===== config.mk =====
export PLATFORM = sky130hd
export DESIGN_NAME = cfm_clock_monitor
export DESIGN_NICKNAME = d
export VERILOG_FILES = /design/src/cfm_pkg.sv /design/src/cfm_clock_monitor.sv
export SDC_FILE = /design/constraint.sdc
export NUM_CORES = 1
export LEC_CHECK = 0
export BUFFER_PORTS_ARGS = -buffer_cell sky130_fd_sc_hd__buf_2
export CAP_MARGIN = 10
export CORE_ASPECT_RATIO = 2
export CORE_UTILIZATION = 40
export DETAILED_ROUTE_END_ITERATION = 10
export PLACE_DENSITY = 0.79
export SYNTH_ARGS = -nofsm -noshare
export SYNTH_HDL_FRONTEND = slang
export SYNTH_SLANG_ARGS = --single-unit

===== constraint.sdc =====
create_clock -name pclk -period 4.8 [get_ports pclk]
set_input_delay 0.24 -clock pclk [delete_from_list [all_inputs] [get_ports pclk]]
set_output_delay 0.24 -clock pclk [all_outputs]
set_load 0.01 [all_outputs]

===== src/cfm_pkg.sv =====
// Constants for the clock failure monitor and main clock status block.
// Assumes a 32-bit APB slave; register word index times four is the byte address.
package cfm_pkg;
  // Register word indices
  localparam logic [5:0] IDX_MAIN_CTRL = 6'h00;
  localparam logic [5:0] IDX_MON_CTRL = 6'h02;
  localparam logic [5:0] IDX_IRQ_CTRL = 6'h03;
  localparam logic [5:0] IDX_IRQ_FLAGS = 6'h04;
  localparam logic [5:0] IDX_STATUS = 6'h05;
  localparam logic [5:0] IDX_FOSC_CTRL = 6'h08;
  // Main clock control fields
  localparam int MAIN_PIN_BIT = 7;
  localparam int MAIN_SRC_LSB = 0;
  localparam logic [3:0] MAIN_SRC_LAST = 4'h3;
  // Monitor control fields
  localparam int MON_SRC_LSB = 2;
  localparam int MON_TEST_BIT = 1;
  localparam int MON_EN_BIT = 0;
  localparam logic [1:0] MON_SRC_MAIN = 2'h0;
  localparam logic [1:0] MON_SRC_EXT_FAST = 2'h1;
  localparam logic [1:0] MON_SRC_EXT_SLOW = 2'h2;
  // Interrupt control and flag fields
  localparam int IRQ_KIND_BIT = 7;
  localparam int IRQ_EN_BIT = 0;
  localparam int FLAG_BIT = 0;
  // Status fields
  localparam int ST_PLL_BIT = 5;
  localparam int ST_EXT_FAST_BIT = 4;
  localparam int ST_EXT_SLOW_BIT = 3;
  localparam int ST_INT_SLOW_BIT = 2;
  localparam int ST_INT_FAST_BIT = 1;
  localparam int ST_SWITCH_BIT = 0;
  // Main clock source codes
  localparam logic [3:0] SRC_INT_FAST = 4'h0;
  localparam logic [3:0] SRC_INT_SLOW = 4'h1;
  localparam logic [3:0] SRC_EXT_SLOW = 4'h2;
  localparam logic [3:0] SRC_EXT_FAST = 4'h3;
  // Fast internal oscillator control
  localparam logic [7:0] FOSC_RESET = 8'h0c;
  localparam logic [7:0] FOSC_WMASK = 8'hbd;
  localparam int FOSC_STBY_BIT = 7;
  localparam int FOSC_FRQ_LSB = 2;
  localparam int FOSC_TRIM_BIT = 0;
  // Other reset values
  localparam logic [7:0] REG_ZERO = 8'h00;
  localparam logic [31:0] RDATA_ZERO = 32'h0000_0000;
endpackage


===== src/cfm_clock_monitor.sv =====
// Clock failure monitor, failure interrupt and main clock status registers.
// Assumes APB master on pclk; oscillator status and loss inputs are synchronous to pclk.
// Contract
// - Source field picks watched clock: 0 main, 1 ext fast, 2 ext slow.
// - Enable, irq enable and nmi kind all set locks monitor source, enable and irq control until reset; test bit stays writable.
// - Writing 0 to test bit clears it and the forced failure.
// - Writing 1 to test bit sets it; it forces a failure condition only while the monitor is enabled.
// - Monitor enable bit 0 turns failure detection on or off.
// - Irq kind bit 7 selects regular interrupt (0) or nmi (1).
// - Irq enable bit 0 permits or suppresses the failure interrupt.
// - Failure flag bit 0 sets on any detected failure, forced included.
// - Writing 1 clears the failure flag; writing 0 leaves it.
// - Status bit 5 shows the PLL running, read only.
// - Status bit 4 shows ext fast crystal stable or clock running.
// - Status bit 3 shows ext slow crystal stable or clock running.
// - Status bit 2 shows internal slow oscillator stable.
// - Status bit 1 shows internal fast oscillator stable.
// - Status bit 0 is high while a main source switch waits for stability.
// - Fast osc control resets to 0x0C; bits 7, 5:2, 0 used.
// - Failure on the watched main clock clears the clock pin enable.
//
// Decided for this implementation: the APB interface to the registers.
module cfm_clock_monitor
  import cfm_pkg::*;
(
  input wire logic pclk,
  input wire logic presetn,
  input wire logic psel,
  input wire logic penable,
  input wire logic pwrite,
  input wire logic [7:0] paddr,
  input wire logic [31:0] pwdata,
  output logic [31:0] prdata,
  output logic pready,
  output logic pslverr,
  input wire logic main_clock_lost,
  input wire logic ext_fast_lost,
  input wire logic ext_slow_lost,
  input wire logic pll_running,
  input wire logic fast_ext_kind_select,
  input wire logic ext_fast_crystal_stable,
  input wire logic ext_fast_clock_running,
  input wire logic ext_slow_kind_select,
  input wire logic ext_slow_crystal_stable,
  input wire logic ext_slow_clock_running,
  input wire logic int_slow_osc_stable,
  input wire logic int_fast_osc_stable,
  output logic failure_irq,
  output logic failure_nmi,
  output logic main_clock_pin_output,
  output logic [3:0] main_clock_source,
  output logic run_in_standby,
  output logic [3:0] fast_osc_frequency,
  output logic crystal_trim_enable
);

  typedef struct packed {
    logic pready;
    logic pslverr;
    logic [31:0] prdata;
    logic [1:0] mon_src;
    logic mon_test;
    logic mon_en;
    logic irq_kind;
    logic irq_en;
    logic flag;
    logic locked;
    logic pin_en;
    logic [3:0] req_src;
    logic [3:0] act_src;
    logic pending;
    logic [7:0] fosc;
    logic irq;
    logic nmi;
  } cfm_state_t;

  cfm_state_t s_reg;
  cfm_state_t s_next;

  logic [5:0] idx;
  logic mapped;
  logic done;
  logic wr;
  logic fail_now;
  logic [7:0] status_now;
  logic [7:0] wbyte;
  logic lock_now;

  // Index table of implemented registers
  function automatic logic is_mapped(input logic [5:0] i);
    return (i == IDX_MAIN_CTRL) || (i == IDX_MON_CTRL) || (i == IDX_IRQ_CTRL)
        || (i == IDX_IRQ_FLAGS) || (i == IDX_STATUS) || (i == IDX_FOSC_CTRL);
  endfunction

  // Stability of a candidate main clock source
  function automatic logic src_ready(input logic [3:0] src, input logic [7:0] st);
    unique case (src)
      SRC_INT_FAST: return st[ST_INT_FAST_BIT];
      SRC_INT_SLOW: return st[ST_INT_SLOW_BIT];
      SRC_EXT_SLOW: return st[ST_EXT_SLOW_BIT];
      SRC_EXT_FAST: return st[ST_EXT_FAST_BIT];
      default: return 1'b0;
    endcase
  endfunction

  assign idx = paddr[7:2];
  assign mapped = is_mapped(idx) && (paddr[1:0] == 2'h0);
  // A request completes only at the edge where pready is seen high
  assign done = psel && penable && s_reg.pready;
  assign wr = done && pwrite && mapped;
  assign wbyte = pwdata[7:0];
  // Lock already holds in the cycle the three bits read one, before the lock flop
  assign lock_now = s_reg.locked || (s_reg.mon_en && s_reg.irq_en && s_reg.irq_kind);

  always_comb
  begin
    status_now = REG_ZERO;
    status_now[ST_PLL_BIT] = pll_running;
    status_now[ST_EXT_FAST_BIT] = fast_ext_kind_select ? ext_fast_clock_running
                                                      : ext_fast_crystal_stable;
    status_now[ST_EXT_SLOW_BIT] = ext_slow_kind_select ? ext_slow_clock_running
                                                      : ext_slow_crystal_stable;
    status_now[ST_INT_SLOW_BIT] = int_slow_osc_stable;
    status_now[ST_INT_FAST_BIT] = int_fast_osc_stable;
    status_now[ST_SWITCH_BIT] = s_reg.pending;
  end

  // Reserved source codes watch nothing; forcing needs the monitor enabled
  always_comb
  begin
    fail_now = 1'b0;
    if (s_reg.mon_en)
    begin
      fail_now = s_reg.mon_test;
      unique case (s_reg.mon_src)
        MON_SRC_MAIN: fail_now = fail_now | main_clock_lost;
        MON_SRC_EXT_FAST: fail_now = fail_now | ext_fast_lost;
        MON_SRC_EXT_SLOW: fail_now = fail_now | ext_slow_lost;
        default: fail_now = fail_now;
      endcase
    end
  end

  always_comb
  begin
    s_next = s_reg;
    // Bus side: one wait state, response held for a single cycle
    s_next.pready = psel && penable && !s_reg.pready;
    s_next.pslverr = psel && penable && !s_reg.pready && !mapped;
    if (psel && penable && !s_reg.pready)
    begin
      s_next.prdata = RDATA_ZERO;
      if (mapped && !pwrite)
      begin
        unique case (idx)
          IDX_MAIN_CTRL:
          begin
            s_next.prdata[MAIN_PIN_BIT] = s_reg.pin_en;
            s_next.prdata[MAIN_SRC_LSB +: 4] = s_reg.req_src;
          end
          IDX_MON_CTRL:
          begin
            s_next.prdata[MON_SRC_LSB +: 2] = s_reg.mon_src;
            s_next.prdata[MON_TEST_BIT] = s_reg.mon_test;
            s_next.prdata[MON_EN_BIT] = s_reg.mon_en;
          end
          IDX_IRQ_CTRL:
          begin
            s_next.prdata[IRQ_KIND_BIT] = s_reg.irq_kind;
            s_next.prdata[IRQ_EN_BIT] = s_reg.irq_en;
          end
          IDX_IRQ_FLAGS: s_next.prdata[FLAG_BIT] = s_reg.flag;
          IDX_STATUS: s_next.prdata[7:0] = status_now;
          IDX_FOSC_CTRL: s_next.prdata[7:0] = s_reg.fosc;
          default: s_next.prdata = RDATA_ZERO;
        endcase
      end
    end

    if (wr)
    begin
      unique case (idx)
        IDX_MAIN_CTRL:
        begin
          s_next.pin_en = wbyte[MAIN_PIN_BIT];
          // Reserved source codes are dropped rather than stalling a switch
          if (wbyte[MAIN_SRC_LSB +: 4] <= MAIN_SRC_LAST)
            s_next.req_src = wbyte[MAIN_SRC_LSB +: 4];
        end
        IDX_MON_CTRL:
        begin
          s_next.mon_test = wbyte[MON_TEST_BIT];
          if (!lock_now)
          begin
            s_next.mon_src = wbyte[MON_SRC_LSB +: 2];
            s_next.mon_en = wbyte[MON_EN_BIT];
          end
        end
        IDX_IRQ_CTRL:
        begin
          if (!lock_now)
          begin
            s_next.irq_kind = wbyte[IRQ_KIND_BIT];
            s_next.irq_en = wbyte[IRQ_EN_BIT];
          end
        end
        IDX_IRQ_FLAGS:
        begin
          if (wbyte[FLAG_BIT])
            s_next.flag = 1'b0;
        end
        IDX_FOSC_CTRL: s_next.fosc = wbyte & FOSC_WMASK;
        default: s_next.flag = s_next.flag;
      endcase
    end

    // Failure sets flag, beating a same-cycle clear
    if (fail_now)
      s_next.flag = 1'b1;

    if (fail_now && (s_reg.mon_src == MON_SRC_MAIN))
      s_next.pin_en = 1'b0;

    if (lock_now)
      s_next.locked = 1'b1;

    // Change over when the target is stable
    s_next.pending = (s_next.req_src != s_reg.act_src);
    if (s_reg.pending && src_ready(s_reg.req_src, status_now))
    begin
      s_next.act_src = s_reg.req_src;
      s_next.pending = (s_next.req_src != s_reg.req_src);
    end

    s_next.irq = s_next.flag && s_next.irq_en && !s_next.irq_kind;
    s_next.nmi = s_next.flag && s_next.irq_en && s_next.irq_kind;
  end

  always_ff @(posedge pclk or negedge presetn)
  begin
    if (!presetn)
    begin
      s_reg <= '0;
      s_reg.fosc <= FOSC_RESET;
    end
    else
      s_reg <= s_next;
  end

  assign prdata = s_reg.prdata;
  assign pready = s_reg.pready;
  assign pslverr = s_reg.pslverr;
  assign failure_irq = s_reg.irq;
  assign failure_nmi = s_reg.nmi;
  assign main_clock_pin_output = s_reg.pin_en;
  assign main_clock_source = s_reg.act_src;
  assign run_in_standby = s_reg.fosc[FOSC_STBY_BIT];
  assign fast_osc_frequency = s_reg.fosc[FOSC_FRQ_LSB +: 4];
  assign crystal_trim_enable = s_reg.fosc[FOSC_TRIM_BIT];
endmodule


Word level (Yosys, flattened, before mapping):

Cells that the tools add are included.
Widths: inputs -> output; s select.

* output and inout port bits: 47
* register bits after elaboration: 60
* bits in writable memories: 0
* memories kept: 0
* input port bits: 57
* logic and storage cells: 90
* ROM bits: 0
* latch bits: 0

* muxes and demuxes: 21
* reduce and logical (&&, ||, !) cells: 35
* shifts and indexed selects: 0
* multipliers: 0
* divide/modulo/power cells: 0
* bitwise logic cells: 4
* add/subtract/negate cells: 0
* equality and inequality tests: 12
* $lt $le $gt $ge: 1

Operators with widths (number)
* $logic_and 1x1->1: 15
* $eq 6x2->1 const B: 2
* $eq 6x3->1 const B: 2
* $pmux 3 s4: 1
* $mux 5: 2
* $eq 4x2->1 const B: 2
* $mux 1: 8
* $mux 8: 1
* $ne 4x4->1: 2
* $eq 6x4->1 const B: 1
* $logic_not 6->1: 1
* $logic_or 1x1->1: 6
* $pmux 1 s3: 2
* $pmux 1 s6: 1
* $reduce_and 2->1: 3
* $eq 4x1->1 const B: 1
* $le 4x2->1 const B: 1
* $logic_not 1->1: 4
* $logic_not 2->1: 2
* $logic_not 4->1: 1
* $mux 2: 2
* $mux 4: 1
* $pmux 1 s4: 1
* $pmux 2 s2: 1
* other kinds (7): 10

Logic depth before layout (Yosys ltp):

Gate-level depths: netlist (run 1).

* depth after elaboration: 12
* depth in mapped cells: 8
* depth with buffers taken out: 7

Worst setup path before layout (run 1):

OpenSTA, ideal clock, no wires.

* path kind: input port to flip-flop
* start point: input paddr[4]
* end point: register s_reg[10] (netlist bit)
* setup time: 0.133 ns
* data arrival time: 1.680 ns
* slack: 2.987 ns
* cell stages on the path: 7
* required time: 4.667 ns
* buffers on the path: 1
* cell sequence: buf_4 > nor3_1 > nand2_1 > nor3_2 > mux2_2 > xnor2_1 > o211ai_1

RTL lines
* start, declared: line cfm_clock_monitor.sv:31 `input wire logic [7:0] paddr,`
* end signal, assigned: line cfm_clock_monitor.sv:247 `s_reg <= s_next;`
* end, declared: line cfm_clock_monitor.sv:77 `cfm_state_t s_reg;`

Worst setup path after layout (run 1):

* start point: input paddr[7]
* end point: register s_reg (netlist bit crystal_trim_enable)

* longest elaborated chain between the ends: 9
* elaborated cells between the ends (all ways): 14
* those cells by class: eq/ne (5); reduce/logical (9)

RTL lines
* $eq 6x2->1 / $logic_not 6->1 (equally long branches): line cfm_clock_monitor.sv:91 `return (i == IDX_MAIN_CTRL) || (i == IDX_MON_CTRL) || (i == IDX_IRQ_CTRL)`
* $logic_or 1x1->1 (2 in a row): line cfm_clock_monitor.sv:91
* $logic_or 1x1->1 (3 in a row): line cfm_clock_monitor.sv:92 `|| (i == IDX_IRQ_FLAGS) || (i == IDX_STATUS) || (i == IDX_FOSC_CTRL);`
* $logic_and 1x1->1: line cfm_clock_monitor.sv:107 `assign mapped = is_mapped(idx) && (paddr[1:0] == 2'h0);`
* $logic_and 1x1->1: line cfm_clock_monitor.sv:110 `assign wr = done && pwrite && mapped;`
* $reduce_and 2->1 (no line) (*)

Every way passes the cells marked *; elsewhere a longest branch is shown, timed or not.
A chain may end at the register's enable or synchronous reset.

==> impl_metrics.csv, run 1 <==
group,metric,value,unit
outcome,run_status,"finished clean",
sta,setup_tns,0,ps
cts,post_cts_buffers,0,
sta,rsz0062_at_grt,"no",
route,first_iter_violations,22,
cts,insertion_delay,290,ps
power_and_ir_drop,p_leak,0.00121,uW
cells_and_area,fillerInstances,511,
logic_synthesis,syn-cell-area,2200,sq um
logic_synthesis,syn_inst,213,
cts,hold_buffers,0,
cts,ctsRootBufferMaster,"clkbuf_8",
grt,antenna_found_initial,0,
place,place.gp.congestion,0.892,
logic_synthesis,synth_top_area_cell,"dfrtp_1",
cells_and_area,largest_reg_flops,13,
floorplanning,die_h,107,um
setup_path,cp_data_required_time,4970,ps
sta,worst_pin_slew,747,ps
setup_path,critPathArrivalTime,2270,ps
route,vias,1620,
sta,post-route-period-util,43.8,%
setup_path,crit_fanout,6,
sta,holdWs,16.4,ps
cts,clock_sinks,35,
route,wirelength,4630,um
cells_and_area,drive_gt1_share,32.7,%
logic_synthesis,synth_edf_count,0,
logic_synthesis,synth_area_leaders,"dfrtp_1 37%, buf_4 14%, mux2_1 3.6%",
grt,grt_pass1_vias,1566,
logic_synthesis,yosysWarnings,0,
sta,maxSlewViolCount,0,
logic_synthesis,synth_most_common_cell,"buf_4",
cells_and_area,final_nets,314,
hold_path,hold_class,"input port to asynchronous set/reset pin",
setup_path,r2r-start,"pready$_DFF_PN0_",
grt,grt_pass1_wl,7220,um
route,viasPerCell,5.19,
power_and_ir_drop,power_density,256,nW/um^2
floorplanning,ioPinCount,104,
cts,cts_tree,"built",
grt,grt_remaining_overflow,0,
logic_synthesis,ys_types,55,
route,drcViolationCount,0,
cts,cts_max_path_buffers,2,
setup_path,crit_path_start,"paddr[7]",
cts,cts_made_buffers,5,
cts,clk_pin_slew,70,ps
setup_path,crit_type,"input port to flop",
route,avgRoutedWirePerCell,14.8,um
sta,clock_skew,6.63,ps
sta,post-route-min-period,2100,ps
setup_path,end_kind,"flop",
logic_synthesis,async_flop_share,100,%
logic_synthesis,synth_common_cells,"41 x buf_4, 33 x dfrtp_1, 15 x nand2_1",
flow_run,cap_violations,0,
power_and_ir_drop,vdd_drop_max,0.000184,V
sta,slew_headroom,50.2,%
logic_synthesis,synth.avg_cell_area,10.3,sq um
place,io_buffers,53,
floorplanning,placementRows,37,
place,dpl.hpwl,3710,um
sta,max_freq,476,MHz
grt,grt_max_degree,36,
logic_synthesis,synth_top_area_share,37.5,%
cells_and_area,area_growth,9.37,%
route,ant_nets,0,
cells_and_area,diodes,0,
route,first_pass_iters,4,
setup_path,startpoint_type,"input port",
floorplanning,core_area,5230,sq um
floorplanning,die_w,54.5,um
logic_synthesis,synth-main-ff-cell,"dfrtp_1",
cts,post_cts_resized,0,
sta,finalSetupViolations,0,
floorplanning,start_util,42.1,%
sta,hold_viol_final,0,
logic_synthesis,synth_seq_cells,35,
logic_synthesis,seq_area_frac_synth,39.9,%
floorplanning,die-area,5830,sq um
cts,ctsHtreeMaxLevel,2,
grt,grt.total_usage,17.5,%
## metrics by stage
step	total power [uW]	setup slack, ps	utilization (%)	cells	cell area, sq um
final	616	2700	46.1	312	2410
after global routing	645	2630	46.1	312	2410
after CTS	625	2660	46.1	312	2410
after detailed placement	394	2390	44.2	304	2310
after global placement	392	2390	44.2	304	2310
after floorplan	377	2990	-	237	2290
## placed cells by master, fill, tap and decap left out, types with 2 or more instances in the layout
master and n:
nor3_1 4, xnor2_1 2, dfstp_2 2, a21oi_1 3, nand3_1 4, nand3b_1 3, mux2_1 7, a21boi_1 2
or3_4 2, nand2_1 15, nand4_1 4, mux2i_1 5, o21ai_1 3, o211ai_1 2, nor2_1 11, ha_1 4
a22o_1 2, nor2b_1 4, buf_2 53, mux2_4 3, and2_1 5, conb_1 25, clkbuf_8 7, o21ai_0 8
dfrtp_1 33, inv_1 4, mux2_2 5, a22oi_1 5
## layout make-up
class / instances / area, sq um / share of cell area [%]
clock buffers: 8 / 100 / 4.15
inverters: 4 / 15.0 / 0.623
flip-flops and latches: 35 / 878 / 36.4
repair buffers: 53 / 265 / 11.0
well taps: 58 / 72.6 / 3.01
multi-input cells: 154 / 1080 / 44.8
## power breakdown
group / internal [uW] / switching, uW
clock: 131 / 96.8
combinational: 29.0 / 49.9
sequential: 304 / 5.74
total: 463 / 152
## per-layer routing
metal / vias to the layer above / wire length [um] / global-route usage, %
met3: 13 / 241 / 2.70
met5: - / 0 / 0
li1: 773 / - / -
met2: 70 / 2580 / 31.4
met1: 764 / 1620 / 17.0
met4: 0 / 181 / 11.4
## worst paths after layout
path	slack (ps)	endpoint	cells past startpoint
min in group pclk	170	fast_osc_frequency[2]$_DFFE_PN0P_	2
worst min register to register	460	prdata[3]$_DFFE_PN0P_	2
worst max register to register	2830	crystal_trim_enable$_DFFE_PN0P_	4
worst min-delay path	20	pready$_DFF_PN0_	1
max in group asynchronous	4300	main_clock_source[3]$_DFFE_PN0P_	1
worst max-delay path	2700	crystal_trim_enable$_DFFE_PN0P_	6
## cell families after synthesis
kind of cell | after synthesis | synth area share [%]
mux | 20 | 10.4
compound gates | 39 | 13.1
fa+ha+maj | 4 | 2.27
buf+inv | 48 | 15.3
simple gates | 64 | 18.1
flops | 35 | 39.9
other cells | 1 | 0.170
xor+xnor | 2 | 0.795
## worst max-delay path: stages
cell,delay (ps)
buf_2,150
nor4_2,350
o311ai_1,210
or2_4,320
nor2b_1,590
mux2_2,410
Note: power is estimated with default switching activity, not from simulation.
==> run 2: changes to the inputs <==
clock period = 2.1 ns   (was 4.8 ns; I/O delays follow)
==> impl_metrics.csv, run 2 (synthesis results as in run 1) <==
group,metric,value,unit
sta,setup_tns,0,ps
route,first_iter_violations,26,
setup_path,crit_fanout,7,
setup_path,reg2reg_depth,6,
sta,holdWs,23.5,ps
cts,post_cts_resized,0,
setup_path,cp_data_required_time,2320,ps
route,drcViolationCount,0,
cells_and_area,drive_gt1_share,34.0,%
setup_path,r2r-start,"s_reg[16]$_DFF_PN0_",
sta,fin_ws,175,ps
setup_path,crit_path_start,"s_reg[16]$_DFF_PN0_",
place,dp_slack,113,ps
sta,slew_headroom,48.1,%
setup_path,r2r-end,"s_reg[10]$_DFF_PN0_",
cells_and_area,largest_reg_flops,13,
cts,ctsRootBufferMaster,"clkbuf_8",
place,place.gp.congestion,0.896,
cells_and_area,layout_commonest_cell,"buf_2",
cts,cts_made_buffers,5,
sta,post-route-min-period,1930,ps
cts,cts_max_path_buffers,2,
route,avgRoutedWirePerCell,15.2,um
setup_path,critPathArrivalTime,2150,ps
outcome,run_status,"finished clean",
cells_and_area,final_nets,319,
floorplanning,die-area,5830,sq um
setup_path,crit_type,"flop to flop",
sta,hold_viol_final,0,
floorplanning,start_util,42.1,%
sta,max_freq,519,MHz
power_and_ir_drop,power,1540,uW
grt,antenna_found_initial,0,
setup_path,rrSetupSlack,170,ps
floorplanning,ioPinCount,104,
cts,clock_sinks,35,
sta,clock_skew,4.13,ps
grt,grt_pass1_vias,1662,
hold_path,hold_class,"input port to flop",
sta,rsz0062_at_grt,"no",
route,vias,1655,
floorplanning,placementRows,37,
sta,post-route-period-util,91.7,%
cells_and_area,multiInputGateArea,1080,sq um
setup_path,setup.worst_path.end,"s_reg[10]$_DFF_PN0_",
route,ant_nets,0,
power_and_ir_drop,p_leak,0.00125,uW
route,wirelength,4830,um
place,dpl.hpwl,3850,um
cells_and_area,diodes,0,
cts,insertion_delay,300,ps
sta,maxSlewViolCount,0,
cells_and_area,layout_common_cells,"53 x buf_2, 33 x dfrtp_1, 25 x conb_1",
grt,grt_remaining_overflow,0,
cts,ctsHtreeMaxLevel,2,
cells_and_area,area_growth,12.2,%
floorplanning,core_area,5230,sq um
power_and_ir_drop,power_density,624,nW/um^2
cells_and_area,ff_latch_area,878,sq um
power_and_ir_drop,vdd_drop_max,0.000755,V
setup_path,end_kind,"flop",
floorplanning,die_h,107,um
grt,grt.total_usage,18.8,%
place,place_area,2340,sq um
setup_path,startpoint_type,"flop",
grt,grt_pass1_wl,7730,um
route,first_pass_iters,4,
route,viasPerCell,5.22,
cells_and_area,fin_area,2470,sq um
grt,grt_max_degree,36,
floorplanning,die_w,54.5,um
cts,cts_tree,"built",
sta,worst_pin_slew,778,ps
flow_run,cap_violations,0,
cts,clk_pin_slew,70,ps
cells_and_area,fillerInstances,530,
sta,finalSetupViolations,0,
place,io_buffers,53,
[run 2: per-stage QoR]
step,util [%],cells
2_1_floorplan,-,237
3_3_place_gp,44.7,308
3_5_place_dp,44.7,308
4_1_cts,47.2,317
5_1_grt,47.2,317
6_report,47.2,317
[run 2: layer usage]
layer / share of wire, % / global-route usage (%)
met2: 54 / 31.3
met3: 4.3 / 2.98
met4: 6.3 / 14.8
met5: 0 / 0
met1: 35 / 19.3
[run 2: layout make-up]
class / count / share of cell area, %
clock buffers: 6 / 3.34
flip-flops and latches: 35 / 35.5
repair buffers: 58 / 12.4
inverters: 4 / 0.608
well taps: 58 / 2.94
clock inverters: 2 / 1.57
multi-input cells: 154 / 43.6
[run 2: power by group]
part / internal [uW] / switching, uW
clock: 390 / 263
sequential: 693 / 13.4
combinational: 68.7 / 114
[run 2: worst min-delay path by stage]
stage                     startpoint                           endpoint  cells after the start
after detailed placement     presetn              failure_nmi$_DFF_PN0_                      1
after floorplan              presetn    crystal_trim_enable$_DFFE_PN0P_                      0
final                      pwdata[4]  fast_osc_frequency[2]$_DFFE_PN0P_                      2
after global placement       presetn              failure_nmi$_DFF_PN0_                      1
after CTS                  pwdata[4]  fast_osc_frequency[2]$_DFFE_PN0P_                      2
after global routing       pwdata[4]  fast_osc_frequency[2]$_DFFE_PN0P_                      2
[run 2: critical path: stages, from the launching register on]
cell	delay (ps)
dfrtp_1	450
o21ai_0	240
o32ai_1	150
o21bai_1	310
mux2_2	400
and2_1	160
o211ai_1	140
[run 2: what timing repair did]
item                                    in CTS  in global routing
hold buffers                                 1                  0
hold endpoints to repair                    33                  0
endpoints found under the setup margin       0                  0
setup buffers                                0                  0
